<file path="config.mk">
export PLATFORM = sky130hd
export DESIGN_NAME = ect_timer
export DESIGN_NICKNAME = d
export VERILOG_FILES = /design/src/rtl/ect_pkg.sv /design/src/rtl/ect_timer.sv
export VERILOG_INCLUDE_DIRS = /design/src /design/src/rtl
export SDC_FILE = /design/constraint.sdc
export NUM_CORES = 1
export LEC_CHECK = 0
export ABC_AREA = 1
export BUFFER_PORTS_ARGS = -buffer_cell sky130_fd_sc_hd__buf_2
export CAP_MARGIN = 20
export CORE_UTILIZATION = 25
export DETAILED_ROUTE_END_ITERATION = 12
export GPL_ROUTABILITY_DRIVEN = 1
export HOLD_SLACK_MARGIN = 0.12
export PLACE_DENSITY = 0.41
export REMOVE_ABC_BUFFERS = 1
export SLEW_MARGIN = 20
export SYNTH_ARGS = -nofsm -noshare
export SYNTH_HDL_FRONTEND = slang
export SYNTH_SLANG_ARGS = --single-unit
export TNS_END_PERCENT = 100
</file>
<file path="constraint.sdc">
create_clock -name REF_CLK_IN -period 6 [get_ports REF_CLK_IN]
set_clock_uncertainty 0.2 [all_clocks]
set_input_delay 0.6 -clock REF_CLK_IN [delete_from_list [all_inputs] [get_ports REF_CLK_IN]]
set_output_delay 0.6 -clock REF_CLK_IN [all_outputs]
set_load 0.01 [all_outputs]
</file>
<file path="src/rtl/ect_map.svh">
// Register offsets, field positions, reset values for the compare timer
`ifndef ECT_MAP_SVH
`define ECT_MAP_SVH

// Register offsets on the 3-bit register port
`define ECT_OFF_COUNTER   3'h0
`define ECT_OFF_CONST_A   3'h1
`define ECT_OFF_CONST_B   3'h2
`define ECT_OFF_MAIN_CTL  3'h3
`define ECT_OFF_FLAGS     3'h4
`define ECT_OFF_TRIG_CLK  3'h5

// Main control fields
`define ECT_MC_MB_IE      7
`define ECT_MC_MA_IE      6
`define ECT_MC_OV_IE      5
`define ECT_MC_CLR_HI     4
`define ECT_MC_CLR_LO     3
`define ECT_MC_CKS_HI     2
`define ECT_MC_CKS_LO     0

// Flags and output select fields
`define ECT_FL_MB         7
`define ECT_FL_MA         6
`define ECT_FL_OV         5
`define ECT_FL_RSV        4
`define ECT_FL_OSB_HI     3
`define ECT_FL_OSB_LO     2
`define ECT_FL_OSA_HI     1
`define ECT_FL_OSA_LO     0

// Trigger and clock control fields
`define ECT_TC_EDGE_HI    4
`define ECT_TC_EDGE_LO    3
`define ECT_TC_TRIGGER_ENABLE       2
`define ECT_TC_ICKS       0
`define ECT_TC_RSV_MASK   8'hE2

// Reset values
`define ECT_RST_COUNTER   8'h00
`define ECT_RST_CONST     8'hFF
`define ECT_RST_CTL       8'h00

// Prescaler width: taps for system clock over 4 up to over 128
`define ECT_PRE_W         7

`endif

</file>
<file path="src/rtl/ect_pkg.sv">
// Types shared by the compare timer
package ect_pkg;
    // Pin action on a compare match
    typedef enum logic [1:0] {
        ECT_ACT_KEEP   = 2'b00,
        ECT_ACT_LOW    = 2'b01,
        ECT_ACT_HIGH   = 2'b10,
        ECT_ACT_TOGGLE = 2'b11
    } ect_action_t;
    // Counter clear source
    typedef enum logic [1:0] {
        ECT_CLR_NONE  = 2'b00,
        ECT_CLR_MA    = 2'b01,
        ECT_CLR_MB    = 2'b10,
        ECT_CLR_PIN   = 2'b11
    } ect_clear_t;
    // Trigger edge select
    typedef enum logic [1:0] {
        ECT_TRG_OFF   = 2'b00,
        ECT_TRG_RISE  = 2'b01,
        ECT_TRG_FALL  = 2'b10,
        ECT_TRG_BOTH  = 2'b11
    } ect_edge_t;
endpackage : ect_pkg

</file>
<file path="src/rtl/ect_timer.sv">
// Eight-bit compare timer with waveform output, trigger and clear inputs
//
// Functional notes
// - Match B flag sets; read-1-then-write-0 clears
// - Match A flag sets; read-1-then-write-0 clears
// - Overflow flag on FF to 00 wrap
// - Flags register bit 4 reads one
// - Bits 3:2 pick pin action on match B
// - Bits 1:0 pick pin action on match A
// - Independent actions; pin low until first match
// - Trigger edge field: off, rise, fall, both
// - Trigger enable: start on edge, halt on clear
// - Trigger register bits 7:5 and 1 read one
// - Extra clock select bit picks prescaler tap
// - Count on active edges of selected source
// - Overflow request when flag and enable set
// - Match made in last equal state
// - Match requests when flag and enable set
// - Pin takes selected level or toggles on match
// - Clear select 01/10 clears on match A/B
// - Clear select 11 clears on reset pin rise
// - With trigger enable, clear halts until edge
// - Eight-bit up counter, software read/write
// - Compare constants reset to all ones
// - Prescaler taps, external edges, 000/100 stop
// - Interrupt enables at control bits 7, 6, 5
`timescale 1ns/1ps
`include "ect_map.svh"

module ect_timer
    import ect_pkg::*;
(
    input  wire logic       REF_CLK_IN,      // System clock, 100 MHz
    input  wire logic       RESET_N_IN,      // Synchronous reset, low
    input  wire logic [2:0] ADDR_IN,         // Register address
    input  wire logic [7:0] WDATA_IN,        // Write data
    input  wire logic       WR_IN,           // Write strobe
    input  wire logic       RD_IN,           // Read strobe
    output logic      [7:0] RDATA_OUT,       // Read data, next cycle
    input  wire logic       EXT_CLOCK_IN,    // External count clock pin
    input  wire logic       COUNTER_RESET_IN,// External counter reset pin
    input  wire logic       COUNT_TRIGGER_IN,// Count trigger pin
    output logic            WAVEFORM_OUT,    // Waveform output pin
    output logic            IRQ_MATCH_A_OUT, // Match A request
    output logic            IRQ_MATCH_B_OUT, // Match B request
    output logic            IRQ_OVERFLOW_OUT // Overflow request
);

    // Software visible registers
    logic [7:0] up_counter_reg;          // Counter
    logic [7:0] compare_constant_a_reg;  // Constant A
    logic [7:0] compare_constant_b_reg;  // Constant B
    logic [7:0] timer_main_control_reg;  // Enables, clear, clock select
    logic [2:0] flags_reg;               // Match B, match A, overflow
    logic [3:0] out_select_reg;          // Match B and A actions
    logic [2:0] trig_ctl_reg;            // Edge select and enable
    logic       extra_clock_select_reg;  // Extra tap select bit
    logic [7:0] rdata_reg;               // Read data holder

    // Internal state
    logic [2:0] armed_reg;               // Flag seen as one by a read
    logic [`ECT_PRE_W-1:0] prescale_reg; // Free running divider
    logic       tap_prev_reg;            // Previous tap level
    logic       waveform_reg;            // Output pin level
    logic       run_reg;                 // Trigger run state

    // Two-flop synchronisers and edge history for the three pins
    logic [1:0] ext_sync_reg;            // External clock sync
    logic [1:0] rst_sync_reg;            // Reset pin sync
    logic [1:0] trg_sync_reg;            // Trigger pin sync
    logic       ext_prev_reg;            // Synced clock, delayed
    logic       rst_prev_reg;            // Synced reset pin, delayed
    logic       trg_prev_reg;            // Synced trigger, delayed

    // Register decode
    wire        wr_counter  = WR_IN && (ADDR_IN == `ECT_OFF_COUNTER);
    wire        wr_const_a  = WR_IN && (ADDR_IN == `ECT_OFF_CONST_A);
    wire        wr_const_b  = WR_IN && (ADDR_IN == `ECT_OFF_CONST_B);
    wire        wr_main     = WR_IN && (ADDR_IN == `ECT_OFF_MAIN_CTL);
    wire        wr_flags    = WR_IN && (ADDR_IN == `ECT_OFF_FLAGS);
    wire        wr_trig     = WR_IN && (ADDR_IN == `ECT_OFF_TRIG_CLK);

    // Flags read arms
    wire        rd_flags    = RD_IN && (ADDR_IN == `ECT_OFF_FLAGS);

    // Control fields
    wire [2:0]  clock_sel   = timer_main_control_reg[`ECT_MC_CKS_HI:`ECT_MC_CKS_LO];
    wire        clr_hi      = timer_main_control_reg[`ECT_MC_CLR_HI];
    wire        clr_lo      = timer_main_control_reg[`ECT_MC_CLR_LO];
    // Typed fields
    wire ect_clear_t clear_sel = ect_clear_t'({clr_hi, clr_lo});
    wire ect_edge_t  trig_edge = ect_edge_t'(trig_ctl_reg[2:1]);
    wire        trigger_enable = trig_ctl_reg[0];
    // Pin actions
    wire ect_action_t act_b = ect_action_t'(out_select_reg[3:2]);
    wire ect_action_t act_a = ect_action_t'(out_select_reg[1:0]);

    // Prescaler tap choice from clock select and extra bit
    logic [2:0] tap_index;               // Divider bit feeding the counter
    always_comb begin
        // Tap pairs
        unique case (clock_sel[1:0])
            2'b01:   tap_index = extra_clock_select_reg ? 3'h2 : 3'h1;
            2'b10:   tap_index = extra_clock_select_reg ? 3'h4 : 3'h3;
            2'b11:   tap_index = extra_clock_select_reg ? 3'h6 : 3'h5;
            default: tap_index = 3'h1;   // Code 00 counts nothing
        endcase
    end

    // Tap level and its falling edge
    wire        tap_now     = prescale_reg[tap_index];
    wire        tap_fall    = tap_prev_reg && !tap_now;

    // External clock edges after synchronisation
    wire        ext_rise    = ext_sync_reg[1] && !ext_prev_reg;
    wire        ext_fall    = !ext_sync_reg[1] && ext_prev_reg;

    // Count tick per clock source; 000 and 100 inhibit
    logic       source_tick;             // Active edge of chosen source
    always_comb begin
        // Source pick
        unique case (clock_sel)
            3'b001, 3'b010, 3'b011: source_tick = tap_fall;
            3'b101:  source_tick = ext_rise;
            3'b110:  source_tick = ext_fall;
            3'b111:  source_tick = ext_rise || ext_fall;
            default: source_tick = 1'b0; // Clock input prohibited
        endcase
    end

    // Trigger pin edges filtered by the edge field
    wire        trg_rise    = trg_sync_reg[1] && !trg_prev_reg;
    wire        trg_fall    = !trg_sync_reg[1] && trg_prev_reg;

    // Selected edge
    wire        trig_hit    = ((trig_edge == ECT_TRG_RISE) && trg_rise) ||
                              ((trig_edge == ECT_TRG_FALL) && trg_fall) ||
                              ((trig_edge == ECT_TRG_BOTH) && (trg_rise || trg_fall));

    // Counting allowed: free running, or running after a trigger
    wire        count_ok    = !trigger_enable || run_reg;
    wire        tick        = source_tick && count_ok;

    // Compare match fires as the counter leaves the equal value
    wire        eq_a        = (up_counter_reg == compare_constant_a_reg);
    wire        eq_b        = (up_counter_reg == compare_constant_b_reg);

    // Write masks match
    wire        match_a     = eq_a && tick && !wr_const_a;
    wire        match_b     = eq_b && tick && !wr_const_b;

    // Clear sources
    wire        pin_rise    = rst_sync_reg[1] && !rst_prev_reg;
    wire        clr_by_a    = (clear_sel == ECT_CLR_MA) && match_a;
    wire        clr_by_b    = (clear_sel == ECT_CLR_MB) && match_b;
    wire        clr_by_pin  = (clear_sel == ECT_CLR_PIN) && pin_rise;

    // Any clear
    wire        clear_now   = clr_by_a || clr_by_b || clr_by_pin;

    // Overflow when an increment wraps all ones
    wire        overflow    = tick && (up_counter_reg == 8'hFF) && !clear_now;

    // Counter next value: clear, then write, then increment
    logic [7:0] counter_next;            // Next counter value
    always_comb begin
        // Clear first
        if (clear_now) begin
            counter_next = `ECT_RST_COUNTER;
        end else if (wr_counter) begin
            // Load
            counter_next = WDATA_IN;
        end else if (tick) begin
            // Step
            counter_next = up_counter_reg + 8'h01;
        end else begin
            // Hold
            counter_next = up_counter_reg;
        end
    end

    // Flag events in bit order match B, match A, overflow
    wire [2:0]  flag_set    = {match_b, match_a, overflow};
    // Zero bits clear
    wire [2:0]  wr_zero     = ~WDATA_IN[`ECT_FL_MB:`ECT_FL_OV];
    wire [2:0]  flag_clear  = {3{wr_flags}} & wr_zero & armed_reg;
    wire [2:0]  flags_next  = flag_set | (flags_reg & ~flag_clear);

    // Arm a flag when a read shows it as one; a flags write disarms
    logic [2:0] armed_next;              // Next arm state
    always_comb begin
        if (wr_flags) begin
            // Disarm all
            armed_next = 3'b000;
        end else if (rd_flags) begin
            armed_next = armed_reg | flags_reg;
        end else begin
            // Keep
            armed_next = armed_reg;
        end
    end

    // Pin level for one match action
    function automatic logic apply_action(input ect_action_t act, input logic cur);
        // Shared encoding
        unique case (act)
            ECT_ACT_KEEP:   apply_action = cur;
            ECT_ACT_LOW:    apply_action = 1'b0;
            ECT_ACT_HIGH:   apply_action = 1'b1;
            ECT_ACT_TOGGLE: apply_action = !cur;
        endcase
    endfunction : apply_action

    // Pin update; a coincident pair resolves toggle over one over zero
    logic       waveform_next;           // Next pin level
    always_comb begin
        if (match_a && match_b) begin
            // Priority pick
            if (act_a == ECT_ACT_TOGGLE || act_b == ECT_ACT_TOGGLE) begin
                waveform_next = !waveform_reg;
            end else if (act_a == ECT_ACT_HIGH || act_b == ECT_ACT_HIGH) begin
                waveform_next = 1'b1;
            end else if (act_a == ECT_ACT_LOW || act_b == ECT_ACT_LOW) begin
                waveform_next = 1'b0;
            end else begin
                waveform_next = waveform_reg;
            end
        end else if (match_a) begin
            waveform_next = apply_action(act_a, waveform_reg);
        end else if (match_b) begin
            waveform_next = apply_action(act_b, waveform_reg);
        end else begin
            waveform_next = waveform_reg;
        end
    end

    // Trigger run state: edge starts, any clear halts
    logic       run_next;                // Next run state
    always_comb begin
        if (!trigger_enable) begin
            // Free running
            run_next = 1'b0;
        end else if (clear_now) begin
            run_next = 1'b0;
        end else if (trig_hit) begin
            run_next = 1'b1;
        end else begin
            // Keep
            run_next = run_reg;
        end
    end

    // Read multiplexer; reserved bits read one, unmapped reads zero
    logic [7:0] read_mux;                // Selected register
    always_comb begin
        unique case (ADDR_IN)
            `ECT_OFF_COUNTER:  read_mux = up_counter_reg;
            `ECT_OFF_CONST_A:  read_mux = compare_constant_a_reg;
            `ECT_OFF_CONST_B:  read_mux = compare_constant_b_reg;
            `ECT_OFF_MAIN_CTL: read_mux = timer_main_control_reg;
            `ECT_OFF_FLAGS:    read_mux = {flags_reg, 1'b1, out_select_reg};
            `ECT_OFF_TRIG_CLK: read_mux = `ECT_TC_RSV_MASK |
                                          {3'h0, trig_ctl_reg, 1'b0, extra_clock_select_reg};
            // Unmapped
            default:           read_mux = 8'h00;
        endcase
    end

    // Pin synchronisers; first stage feeds only the second
    always_ff @(posedge REF_CLK_IN) begin
        if (!RESET_N_IN) begin
            ext_sync_reg <= 2'b00;
            rst_sync_reg <= 2'b00;
            trg_sync_reg <= 2'b00;
            ext_prev_reg <= 1'b0;
            rst_prev_reg <= 1'b0;
            trg_prev_reg <= 1'b0;
        end else begin
            // Shift in
            ext_sync_reg <= {ext_sync_reg[0], EXT_CLOCK_IN};
            rst_sync_reg <= {rst_sync_reg[0], COUNTER_RESET_IN};
            trg_sync_reg <= {trg_sync_reg[0], COUNT_TRIGGER_IN};
            // Edge history
            ext_prev_reg <= ext_sync_reg[1];
            rst_prev_reg <= rst_sync_reg[1];
            trg_prev_reg <= trg_sync_reg[1];
        end
    end

    // Prescaler and tap history
    always_ff @(posedge REF_CLK_IN) begin
        if (!RESET_N_IN) begin
            prescale_reg <= '0;
            tap_prev_reg <= 1'b0;
        end else begin
            // Free divider
            prescale_reg <= prescale_reg + 1'b1;
            tap_prev_reg <= tap_now;
        end
    end

    // Counter, constants and control registers
    always_ff @(posedge REF_CLK_IN) begin
        if (!RESET_N_IN) begin
            up_counter_reg         <= `ECT_RST_COUNTER;
            compare_constant_a_reg <= `ECT_RST_CONST;
            compare_constant_b_reg <= `ECT_RST_CONST;
            timer_main_control_reg <= `ECT_RST_CTL;
            // Fields clear
            out_select_reg         <= 4'h0;
            trig_ctl_reg           <= 3'h0;
            extra_clock_select_reg <= 1'b0;
        end else begin
            // Count
            up_counter_reg <= counter_next;

            // Software loads
            if (wr_const_a) begin
                compare_constant_a_reg <= WDATA_IN;
            end
            if (wr_const_b) begin
                compare_constant_b_reg <= WDATA_IN;
            end
            if (wr_main) begin
                timer_main_control_reg <= WDATA_IN;
            end
            if (wr_flags) begin
                out_select_reg <= WDATA_IN[`ECT_FL_OSB_HI:`ECT_FL_OSA_LO];
            end
            if (wr_trig) begin
                trig_ctl_reg           <= WDATA_IN[`ECT_TC_EDGE_HI:`ECT_TC_TRIGGER_ENABLE];
                extra_clock_select_reg <= WDATA_IN[`ECT_TC_ICKS];
            end
        end
    end

    // Flags, arming, pin level, run state and read data
    always_ff @(posedge REF_CLK_IN) begin
        if (!RESET_N_IN) begin
            // Start low
            flags_reg    <= 3'b000;
            armed_reg    <= 3'b000;
            waveform_reg <= 1'b0;
            run_reg      <= 1'b0;
            rdata_reg    <= 8'h00;
        end else begin
            // Advance state
            flags_reg    <= flags_next;
            armed_reg    <= armed_next;
            waveform_reg <= waveform_next;
            run_reg      <= run_next;

            // Read capture
            if (RD_IN) begin
                rdata_reg <= read_mux;
            end
        end
    end

    // Outputs
    assign RDATA_OUT        = rdata_reg;
    assign WAVEFORM_OUT     = waveform_reg;

    // Flag and enable
    assign IRQ_MATCH_A_OUT  = flags_reg[1] &&
                              timer_main_control_reg[`ECT_MC_MA_IE];
    assign IRQ_MATCH_B_OUT  = flags_reg[2] &&
                              timer_main_control_reg[`ECT_MC_MB_IE];
    assign IRQ_OVERFLOW_OUT = flags_reg[0] &&
                              timer_main_control_reg[`ECT_MC_OV_IE];

endmodule : ect_timer

</file>
# Word-level counts from Yosys, hierarchy flattened
# Index checks and enable logic that the tools add are counted.
[totals]
inputBits = 18
latch_bits = 0
word_cells = 143
out_inout_bits = 12
ff_bits = 73
rom_bits = 0
n_memories = 0
mem_bits_rw = 0
[classes]
eq_ne = 32
mux = 18
n_div = 0
n_lt_le_gt_ge = 1
n_reduce_logical = 61
add_sub_neg = 2
shift = 0
mul = 0
bitwise = 9
[ops]
columns = ["cell", "n"]
rows = [
  ["$pmux 8 s6", 1],
  ["$logic_and 1x1->1", 30],
  ["$eq 2x2->1 const B", 10],
  ["$eq 8x8->1", 2],
  ["$mux 8", 2],
  ["$eq 3x3->1 const B", 5],
  ["$eq 3x2->1 const B", 4],
  ["$logic_not 1->1", 11],
  ["$eq 2x1->1 const B", 5],
  ["$logic_or 1x1->1", 10],
  ["$and 3x3->3", 3],
  ["$pmux 3 s3", 1],
  ["$add 8x1->8 const B", 1],
  ["$eq 8x8->1 const B", 1],
  ["$add 7x1->7 const B", 1],
  ["$mux 1", 7],
  ["$eq 3x1->1 const B", 2],
  ["$ne 3x3->1 const B", 2],
  ["$not 3->3", 2],
  ["$or 3x3->3", 2],
  ["$pmux 1 s3", 2],
  ["$reduce_or 3->1", 2],
  ["$logic_not 2->1", 2],
  ["$lt 3x4->1 const B", 1],
  ["11 further kinds", 14],
]

# Depth between registers and ports, before layout
# Gate-level depths: netlist of run 1.
[depth]
ltp_word = 16
ltp_mapped = 17
depth_no_buf = 16

# Worst setup path after synthesis of run 1
# OpenSTA, ideal clock, no wires.
[synth_path]
kind = "input to register"
from = "in ADDR_IN[1]"
to = "reg up_counter_reg[1]"
path_buffers = 0
slack_ns = 3.967
t_arrival_ns = 1.717
setup_time_ns = 0.116
stages = 8
required_time_ns = 5.684
path_cell_list = "nor2_1 > nand2_1 > nor2_1 > inv_2 > nand2_2 > inv_1 > a21oi_1 > nor2_2"
[synth_via]
elab_chain_cells = 8
word_cells_on_any_way = 17
cone_classes = "eq/ne (2); mux (1); reduce/logical (14)"
[synth_lines]
columns = ["item", "line_no", "rtl"]
rows = [
  ["start: declaration", "ect_timer.sv:35", "input wire logic [2:0] ADDR_IN,"],
  ["$eq 3x1->1 or $eq 3x2->1 (tied branches)", "n/a", ""],
  ["$logic_and 1x1->1 (on tied branches)", "ect_timer.sv:77, ect_timer.sv:78", ""],
  ["$logic_not 1->1 (on tied branches)", "ect_timer.sv:149, ect_timer.sv:150", ""],
  ["$logic_and 1x1->1 (on tied branches)", "ect_timer.sv:149, ect_timer.sv:150", ""],
  ["$logic_and 1x1->1 (on tied branches)", "ect_timer.sv:154, ect_timer.sv:155", ""],
  ["$logic_or 1x1->1 (2 in a row)", "ect_timer.sv:159", "wire clear_now = clr_by_a || clr_by_b || clr_by_pin;"],
  ["$reduce_or 2->1 (no source line)", "n/a", ""],
  ["end signal: assignment", "ect_timer.sv:305", "up_counter_reg <= `ECT_RST_COUNTER;"],
  ["end signal: assignment", "ect_timer.sv:315", "up_counter_reg <= counter_next;"],
  ["end: declaration", "ect_timer.sv:50", "logic [7:0] up_counter_reg;"],
]
# Parallel ways exist; a longest one is shown, timed or not.
# A chain may end at the register's enable or synchronous reset.

# Final worst setup path of run 1
[layout_path]
from = "in RESET_N_IN"
to = "reg up_counter_reg[0]"
[layout_via]
elab_chain_cells = 2
[layout_lines]
columns = ["item", "line_no", "rtl"]
rows = [
  ["start: declaration", "ect_timer.sv:34", "input wire logic RESET_N_IN,"],
  ["$not 1->1 (no source line)", "n/a", ""],
  ["$reduce_or 2->1 (no source line)", "n/a", ""],
]
# Every way passes these cells.

==> results.yml, run 1 <==
power_and_ir_drop:
  combinationalPowerShare_pct: 8.1
  p_leak_nw: 1.771
  internal-power_w: 0.0008986
  swShare_pct: 25.34
  p_per_area_nw_per_um2: 275.5
  p_sw_w: 0.0003050
  clkPwrFrac_pct: 48.9
  peakVddDrop_v: 0.0001377
  fin_total_pwr_w: 0.001204
  p_seq_share_pct: 43.0
route:
  wl_mm: 11.60
  wire_per_inst_um: 15.99
  num_vias: 3447
  ant_nets: 0
  drc: 0
  drt_iter0_markers: 209
  drtPass1Iterations: 4
  viasPerCell: 4.754
final_layout:
  fin_nets: 560
  diodes: 0
  syn2layout_area_growth_pct: 17.18
  layout-drive-gt1-share_pct: 15.34
  fin_util_pct: 30.06
  final_cell_area_um2: 4369
synthesis:
  synth_commonest_cells: "nand2_1, dfxtp_1, inv_1"
  synth-edff-count: 0
  yosys.area.top_type: "dfxtp_1"
  async_reset_ff_share_pct: 0
  ys_seq_area_share_pct: 39.19
  syn-cell-area_um2: 3729
  syn_inst: 511
  ys_warn_count: 0
  avgSynthCellArea_um2: 7.297
  ys_ff_latch: 73
  yosys.cell_count.top_type: "nand2_1"
  synth_flop_cell: "dfxtp_1"
  synth_cell_types: 45
  synth_top_area_share_pct: 39.19
  yosys-top-cells-area: "dfxtp_1, nand2_1, inv_1, a21oi_1, nand3_1"
clocking:
  clkSinkCount: 73
  cts_tree: "built"
  cts_buffers: 9
  cts-htree-levels: 3
  cts_buffer_depth: 2
  clk_pin_slew_ns: 0.06
  cts-root-buf: "clkbuf_16"
  hold_buffers: 0
  post-cts-setup-buffers: 0
  cts_resized: 0
  clk_latency_ns: 0.35
timing:
  setup-tns-final_ns: 0
  maxSlewHeadroom_pct: 37.70
  report.final.setup_viol: 0
  hold_viol: 0
  tightest_slew_ns: 0.9310
  grt_setup_unrepaired: "no"
  fmax_mhz: 424.1
  fin_hold_ws_ns: 0.2134
  maxSlewViolCount: 0
  finalCriticalPeriod_ns: 2.358
  period_share_pct: 39.30
placement:
  post-dp-hpwl_mm: 8.522
  place_area_um2: 4049
  io_buffers: 29
  gp_congestion: 0.8037
grt:
  grt_usage_pct: 16.49
  grt_overflow: 0
  antenna_found_initial: 0
  grt_first_pass_wirelength_mm: 18.48
  grt_max_degree: 49
  grt_pass1_vias: 3336
worst_setup_path:
  cp_data_required_time_ns: 6.08
  crit_fanout: 48
  critical-path-slowest-cell: "a21oi_1"
  path_buf_inv: 3
  crit_chain: "buf_2 > buf_4 > inv_1 > a21oi_1 > nand2_8 > a21oi_2"
  slowest_delay_ns: 0.51
  critPathCaptureType: "register"
  crit_family: "buffers and inverters"
  cp.arrival_ns: 2.44
  critPathLaunchType: "primary input"
  path_class: "primary input to register"
floorplanning:
  boundaryPins: 30
  start_util_pct: 25.65
  std_cell_rows: 44
  die_h_um: 124.1
  core_area_um2: 14530
  die_w_um: 124.1
  die_area_um2: 15410
worst_hold_path:
  holdCritPathClass: "register to register"
status:
  outcome: "complete, no violations"
job:
  drv_cap: 0
path summary, 6_finish.rpt:
path                                       start                        endpoint  slack [ns]  cells after the start
min                   trg_sync_reg[0]$_SDFF_PN0_      trg_sync_reg[1]$_SDFF_PN0_        0.21                      2
min reg2reg           trg_sync_reg[0]$_SDFF_PN0_      trg_sync_reg[1]$_SDFF_PN0_        0.21                      2
max                                   RESET_N_IN  up_counter_reg[0]$_SDFFE_PP0P_        3.64                      6
max reg2reg  extra_clock_select_reg$_SDFFE_PN0P_  up_counter_reg[0]$_SDFFE_PP0P_        3.82                     13
layer usage:
layer	wire, µm	track usage (%)	vias to the layer above
li1	-	-	1746
met1	5594	21.69	1631
met2	5302	26.00	58
met3	495	4.121	12
met4	203	5.804	0
met5	0	0	-
worst min-delay path, cell delays in order, from the launching register on:
cell and delay (ns):
dfxtp_1 0.30, nand2_1 0.05, inv_1 0.04
per-stage QoR:
stage / setup slack, ns / cells
6_report: 3.642 / 725
3_5_place_dp: 3.322 / 709
2_1_floorplan: 3.859 / 495
3_3_place_gp: 3.315 / 709
4_1_cts: 3.685 / 725
5_1_grt: 3.514 / 725
cell families after synthesis:
family	count (synthesis)	share of synthesized area [%]
fa+ha+maj	6	2.013
buf+inv	85	8.624
compound gates	116	19.40
simple gates	213	26.54
xor+xnor	18	4.228
flops	73	39.19
layout by cell type (no fill, tap or decap), types with 4 or more instances in the layout:
master | netlist | final
a21oi_1 | 41 | 41
a21oi_2 | 7 | 7
a221oi_1 | 6 | 6
buf_2 | 2 | 29
clkbuf_16 | 0 | 9
dfxtp_1 | 73 | 73
ha_1 | 6 | 6
inv_1 | 64 | 64
inv_2 | 5 | 5
nand2_1 | 111 | 111
nand2_2 | 8 | 8
nand2_4 | 4 | 4
nand3_1 | 30 | 30
nand3_2 | 4 | 4
nand4_1 | 6 | 6
nor2_1 | 30 | 30
nor2_2 | 5 | 5
nor3_1 | 6 | 6
o211ai_1 | 10 | 10
o21ai_0 | 30 | 30
xnor2_1 | 9 | 9
xor2_1 | 9 | 9
area by class of cell:
class	instances	area (µm²)
fillers	1618	10160
multi-input cells	353	1946
flip-flops and latches	73	1461
inverters	69	259.0
well taps	184	230.2
clock buffers	10	229.0
repair buffers	30	152.6
clock inverters	6	91.34
power groups by stage:
stage | Combinational (W) | Clock, W | Sequential [W]
floorplan | 0.0000557 | 0 | 0.000525
finish | 0.0000976 | 0.000588 | 0.000518
detailed placement | 0.0000974 | 0 | 0.000528
global placement | 0.0000976 | 0 | 0.000528
global route | 0.000110 | 0.000628 | 0.000520
CTS | 0.0000978 | 0.000609 | 0.000517
Note: power is estimated with default switching activity, not from simulation.
==> inputs of run 2 (changes only) <==
--- a/config.mk
+++ b/config.mk
@@ -13,7 +13,7 @@
 export DETAILED_ROUTE_END_ITERATION = 12
 export GPL_ROUTABILITY_DRIVEN = 1
 export HOLD_SLACK_MARGIN = 0.12
-export PLACE_DENSITY = 0.41
+export PLACE_DENSITY = 0.42
 export REMOVE_ABC_BUFFERS = 1
 export SLEW_MARGIN = 20
 export SYNTH_ARGS = -nofsm -noshare
==> constraint.sdc (replaced) <==
create_clock -name REF_CLK_IN -period 1.9 [get_ports REF_CLK_IN]
set_clock_uncertainty 0.2 [all_clocks]
set_input_delay 0.19 -clock REF_CLK_IN [delete_from_list [all_inputs] [get_ports REF_CLK_IN]]
set_output_delay 0.19 -clock REF_CLK_IN [all_outputs]
set_load 0.01 [all_outputs]
==> run 2 against run 1 <==
Against the previous run: the run now ends with negative setup slack left; critical path depth rose by 7; count of clock-buffer cells in the layout increased by 4; largest power group unchanged; cell count up 11%; clock power rose to 2.9 times the previous value; utilization rose by 5.3 points; highest routed layer unchanged; total power rose to 3.1 times the previous value; non-clock buffer count increased by 81.
==> results.yml, run 2 (synthesized netlist as in run 1, its figures left out) <==
status:
  outcome: "finished with violations"
  failed_checks: "negative setup slack"
timing:
  report.final.setup_viol: 11
  period_share_pct: 104.1
  setup-tns-final_ns: -0.7326
  tightest_slew_ns: 0.7787
  fmax_mhz: 505.7
  grt_setup_unrepaired: "yes"
  maxSlewViolCount: 0
  hold_viol: 0
  maxSlewHeadroom_pct: 48.09
  fin_ws_ns: -0.07746
  fin_hold_ws_ns: 0.2095
  finalCriticalPeriod_ns: 1.977
grt:
  grt_max_degree: 31
  antenna_found_initial: 0
  grt_overflow: 0
  grt_usage_pct: 17.86
  grt_pass1_vias: 3633
  grt_first_pass_wirelength_mm: 19.98
final_layout:
  final_cell_mix: "nand2_1, dfxtp_1, inv_1, buf_4, a21oi_1"
  layout.cells.most_common: "nand2_1"
  diodes: 0
  final_cells: 807
  layout-drive-gt1-share_pct: 27.45
  fin_nets: 642
  syn2layout_area_growth_pct: 37.95
job:
  drv_cap: 0
worst_hold_path:
  hold_depth: 2
  min_to: "rst_sync_reg[1]$_SDFF_PN0_"
  hp-start: "rst_sync_reg[0]$_SDFF_PN0_"
  holdCritPathClass: "register to register"
power_and_ir_drop:
  p_per_area_nw_per_um2: 730.4
  clkPwrFrac_pct: 45.5
  swShare_pct: 25.90
  peakVddDrop_v: 0.0004643
  combinationalPowerShare_pct: 11.1
  p_leak_nw: 2.177
  p_sw_w: 0.0009731
  internal-power_w: 0.002784
  fin_total_pwr_w: 0.003757
  p_seq_share_pct: 43.3
placement:
  dp_cells: 766
  post-dp-hpwl_mm: 9.154
  io_buffers: 29
  gp_congestion: 0.8307
route:
  wire_per_inst_um: 15.67
  drt_iter0_markers: 254
  wl_mm: 12.64
  drc: 0
  num_vias: 3811
  drtPass1Iterations: 4
  ant_nets: 0
  viasPerCell: 4.722
worst_setup_path:
  slowest_delay_ns: 0.34
  r2r_start: "ext_sync_reg[1]$_SDFF_PN0_"
  critPathLaunchType: "register"
  reg2reg_setup_slack_ns: -0.08
  cp.arrival_ns: 2.02
  crit_fanout: 6
  crit_family: "simple AND/OR/NAND/NOR gates"
  r2r-end: "up_counter_reg[0]$_SDFFE_PP0P_"
  crit_chain: "inv_2 > ha_4 > nand3b_1 > o311ai_2 > nand2_1 > nand2_4 > nand2_8 > nor2_4 > nand2_2 > nand2_2 > nand2_4 > nand2_4 > a21oi_2"
  path_class: "register to register"
  cp_common_cell: "nand2_4"
  cp_data_required_time_ns: 1.95
  critPathCaptureType: "register"
  critical-path-slowest-cell: "dfxtp_2"
  path_buf_inv: 1
  reg2reg_depth: 13
floorplanning:
  die_h_um: 124.1
  core_area_um2: 14530
  die_area_um2: 15410
  boundaryPins: 30
  start_util_pct: 25.65
  std_cell_rows: 44
  die_w_um: 124.1
clocking:
  cts-htree-levels: 3
  cts_buffers: 9
  cts_buffer_depth: 2
  clkSinkCount: 73
  cts_tree: "built"
  cts-root-buf: "clkbuf_16"
  clk_latency_ns: 0.35
  clk_pin_slew_ns: 0.06
[run 2: layout make-up]
| type | instances | area, µm² |
|---|---|---|
| clock buffer | 14 | 284.0 |
| clock inverter | 2 | 10.01 |
| fill | 1561 | 9390 |
| inverter | 69 | 266.5 |
| multi-input combinational | 354 | 2046 |
| sequential | 73 | 1479 |
| tap | 184 | 230.2 |
| timing repair buffer | 111 | 828.3 |
[run 2: what timing repair did]
item                                    in CTS  in global routing
cloned                                       1                  0
hold endpoints to repair                    59                  0
endpoints found under the setup margin      13                 15
hold buffers                                19                  0
resized for setup                           22                 15
setup buffers                                2                  4
pin swaps                                   12                  7
[run 2: worst max path at each step]
stage / start / to / slack [ns] / cells after the start
global route: ext_sync_reg[1]$_SDFF_PN0_ / flags_reg[0]$_SDFF_PN0_ / -0.19 / 13
finish: ext_sync_reg[1]$_SDFF_PN0_ / up_counter_reg[0]$_SDFFE_PP0P_ / -0.08 / 13
global placement: ext_sync_reg[1]$_SDFF_PN0_ / up_counter_reg[5]$_SDFFE_PP0P_ / -0.15 / 13
floorplan: ext_sync_reg[1]$_SDFF_PN0_ / up_counter_reg[5]$_SDFFE_PP0P_ / -0.03 / 13
CTS: ext_sync_reg[1]$_SDFF_PN0_ / up_counter_reg[0]$_SDFFE_PP0P_ / -0.07 / 11
detailed placement: ext_sync_reg[1]$_SDFF_PN0_ / up_counter_reg[5]$_SDFFE_PP0P_ / -0.19 / 13
[run 2: metrics by stage]
stage               cell area [µm²]  util [%]  worst slack [ns]
finish                         5144     35.39          -0.07746
detailed placement             4489     30.89           -0.1888
global route                   5144     35.39           -0.1936
CTS                            5069     34.87          -0.06845
global placement               4489     30.89           -0.1514
floorplan                      3666         -          -0.02885
[run 2: power by group through the flow]
| stage | Sequential [W] | Clock [W] | Combinational, W |
|---|---|---|---|
| finish | 0.00163 | 0.00171 | 0.000419 |
| global route | 0.00164 | 0.00180 | 0.000466 |
| CTS | 0.00163 | 0.00175 | 0.000412 |
| detailed placement | 0.00166 | 0 | 0.000371 |
| global placement | 0.00166 | 0 | 0.000373 |
| floorplan | 0.00166 | 0 | 0.000176 |
[run 2: layer usage]
layer	vias up	track usage, %	share of wire (%)
met5	-	0	0
met4	0	7.813	2.0
met3	15	3.297	3.6
met2	82	29.21	48
met1	1802	22.78	47
li1	1912	-	-
[run 2: worst register-to-register path, cell delays in order (launching register included)]
cell and delay, ns:
dfxtp_2 0.34, inv_2 0.05, ha_4 0.19, nand3b_1 0.20, o311ai_2 0.09, nand2_1 0.13
nand2_4 0.12, nand2_8 0.07, nor2_4 0.10, nand2_2 0.05, nand2_2 0.08, nand2_4 0.09
nand2_4 0.12, a21oi_2 0.04
==> inputs of run 3 (changes only) <==
--- a/config.mk
+++ b/config.mk
@@ -7,13 +7,12 @@
 export NUM_CORES = 1
 export LEC_CHECK = 0
 export ABC_AREA = 1
-export BUFFER_PORTS_ARGS = -buffer_cell sky130_fd_sc_hd__buf_2
 export CAP_MARGIN = 20
 export CORE_UTILIZATION = 25
 export DETAILED_ROUTE_END_ITERATION = 12
+export DONT_BUFFER_PORTS = 1
 export GPL_ROUTABILITY_DRIVEN = 1
 export HOLD_SLACK_MARGIN = 0.12
-export PLACE_DENSITY = 0.42
 export REMOVE_ABC_BUFFERS = 1
 export SLEW_MARGIN = 20
 export SYNTH_ARGS = -nofsm -noshare
==> run 3 against run 2 <==
Against the previous run: the flow still finishes with violations (negative setup slack); design area decreased by 3.2%; sequential cell count stayed put; register-to-register slack barely moved; critical endpoint is now up_counter_reg[1]$_SDFFE_PP0P_; largest power group unchanged; highest routed layer unchanged.
==> results.yml, run 3 (synthesized netlist as in run 1, its figures left out) <==
worst_hold_path:
  holdCritPathClass: "primary input to register"
  hold_depth: 5
  min_to: "compare_constant_b_reg[3]$_SDFFE_PN1P_"
  hp-start: "ADDR_IN[0]"
timing:
  period_share_pct: 104.1
  fin_hold_ws_ns: 0.1269
  grt_setup_unrepaired: "yes"
  maxSlewHeadroom_pct: 56.91
  maxSlewViolCount: 0
  hold_viol: 0
  fin_ws_ns: -0.07851
  tightest_slew_ns: 0.6380
  report.final.setup_viol: 11
  finalCriticalPeriod_ns: 1.979
  fmax_mhz: 505.4
grt:
  grt_pass1_vias: 3519
  grt_first_pass_wirelength_mm: 18.50
  grt_usage_pct: 15.97
  grt_overflow: 0
  grt_max_degree: 49
  antenna_found_initial: 0
final_layout:
  fin_nets: 606
  diodes: 0
  final_cell_mix: "nand2_1, dfxtp_1, inv_1"
  fin_util_pct: 34.27
  layout.cells.most_common: "nand2_1"
  layout-drive-gt1-share_pct: 20.10
  syn2layout_area_growth_pct: 33.59
floorplanning:
  boundaryPins: 30
  die_area_um2: 15410
  start_util_pct: 25.65
  die_h_um: 124.1
  die_w_um: 124.1
  core_area_um2: 14530
  std_cell_rows: 44
power_and_ir_drop:
  p_leak_nw: 2.006
  swShare_pct: 25.42
  p_sw_w: 0.0009857
  internal-power_w: 0.002892
  peakVddDrop_v: 0.0004942
  combinationalPowerShare_pct: 9.2
  p_seq_share_pct: 42.2
  p_per_area_nw_per_um2: 778.4
  fin_total_pwr_w: 0.003877
  clkPwrFrac_pct: 48.6
worst_setup_path:
  cp_data_required_time_ns: 1.93
  r2r_start: "ext_sync_reg[1]$_SDFF_PN0_"
  cp.arrival_ns: 2.00
  critPathLaunchType: "register"
  path_class: "register to register"
  reg2reg_depth: 13
  critPathCaptureType: "register"
  reg2reg_setup_slack_ns: -0.08
  crit_fanout: 6
  r2r-end: "up_counter_reg[1]$_SDFFE_PP0P_"
placement:
  io_buffers: 0
  gp_congestion: 0.9032
  post-dp-hpwl_mm: 8.207
clocking:
  cts-htree-levels: 3
  cts_tree: "built"
  clk_pin_slew_ns: 0.06
  clkSinkCount: 73
  cts-root-buf: "clkbuf_16"
  cts_buffers: 9
  cts_buffer_depth: 2
  clk_latency_ns: 0.34
status:
  failed_checks: "negative setup slack"
  outcome: "finished with violations"
route:
  ant_nets: 0
  drc: 0
  drtPass1Iterations: 5
  num_vias: 3694
  wire_per_inst_um: 14.96
  wl_mm: 11.54
  drt_iter0_markers: 358
  viasPerCell: 4.791
job:
  drv_cap: 0
-- run 3: repair_timing --
action | 4_1_cts | 5_1_grt
resized for setup | 19 | 11
pin swaps | 14 | 7
endpoints found under the hold margin | 73 | 0
buffers inserted | 1 | 0
hold buffers | 32 | 0
setup endpoints to repair | 13 | 20
cloned | 1 | 0
-- run 3: worst max path at each step --
stage	endpoint	start	cells past startpoint	slack [ns]
detailed placement	run_reg$_SDFFE_PP0P_	ext_sync_reg[1]$_SDFF_PN0_	11	-0.16
global route	run_reg$_SDFFE_PP0P_	ext_sync_reg[1]$_SDFF_PN0_	13	-0.20
CTS	run_reg$_SDFFE_PP0P_	ext_sync_reg[1]$_SDFF_PN0_	11	-0.08
global placement	run_reg$_SDFFE_PP0P_	ext_sync_reg[1]$_SDFF_PN0_	13	-0.13
finish	up_counter_reg[1]$_SDFFE_PP0P_	ext_sync_reg[1]$_SDFF_PN0_	13	-0.08
floorplan	up_counter_reg[5]$_SDFFE_PP0P_	ext_sync_reg[1]$_SDFF_PN0_	13	-0.03
-- run 3: power by group through the flow --
stage          Combinational (W)  Sequential (W)  Clock, W
2_1_floorplan           0.000176         0.00166         0
3_3_place_gp            0.000266         0.00167         0
3_5_place_dp            0.000267         0.00167         0
4_1_cts                 0.000350         0.00164   0.00191
5_1_grt                 0.000393         0.00164   0.00199
6_report                0.000357         0.00164   0.00188
-- run 3: critical path, stage by stage, from the launching register on --
cell and delay (ns):
dfxtp_2 0.35, inv_2 0.05, ha_4 0.19, nand3b_1 0.18, o311ai_1 0.11, nand2_1 0.14
nand2_4 0.10, nand2_4 0.08, nor2_4 0.10, nand2_2 0.05, nand2_2 0.08, nand2_4 0.08
nand2_8 0.11, nor2_2 0.04
-- run 3: per-stage QoR --
step | setup TNS, ns | setup slack, ns | std cells | instance area, µm²
finish | -0.6759 | -0.07851 | 771 | 4981
global route | -2.092 | -0.1968 | 771 | 4981
CTS | -1.076 | -0.07899 | 771 | 4947
detailed placement | -1.593 | -0.1614 | 721 | 4224
global placement | -1.236 | -0.1261 | 721 | 4224
floorplan | -0.2494 | -0.02885 | 495 | 3666
-- run 3: final cells by class --
type,instances,area (µm²)
Clock inverter,7,100.1
Timing Repair Buffer,75,674.4
Fill cell,1536,9553
Clock buffer,9,225.2
Sequential cell,73,1479
Inverter,69,266.5
Multi-Input combinational cell,354,2006
Tap cell,184,230.2
-- run 3: per-layer routing --
layer  routed length, µm  vias to the layer above  GRT usage (%)
li1                    -                     1842              -
met1                5569                     1713          22.37
met2                4836                      119          23.34
met3                 896                       20          4.487
met4                 235                        0          5.134
met5                   0                        -              0
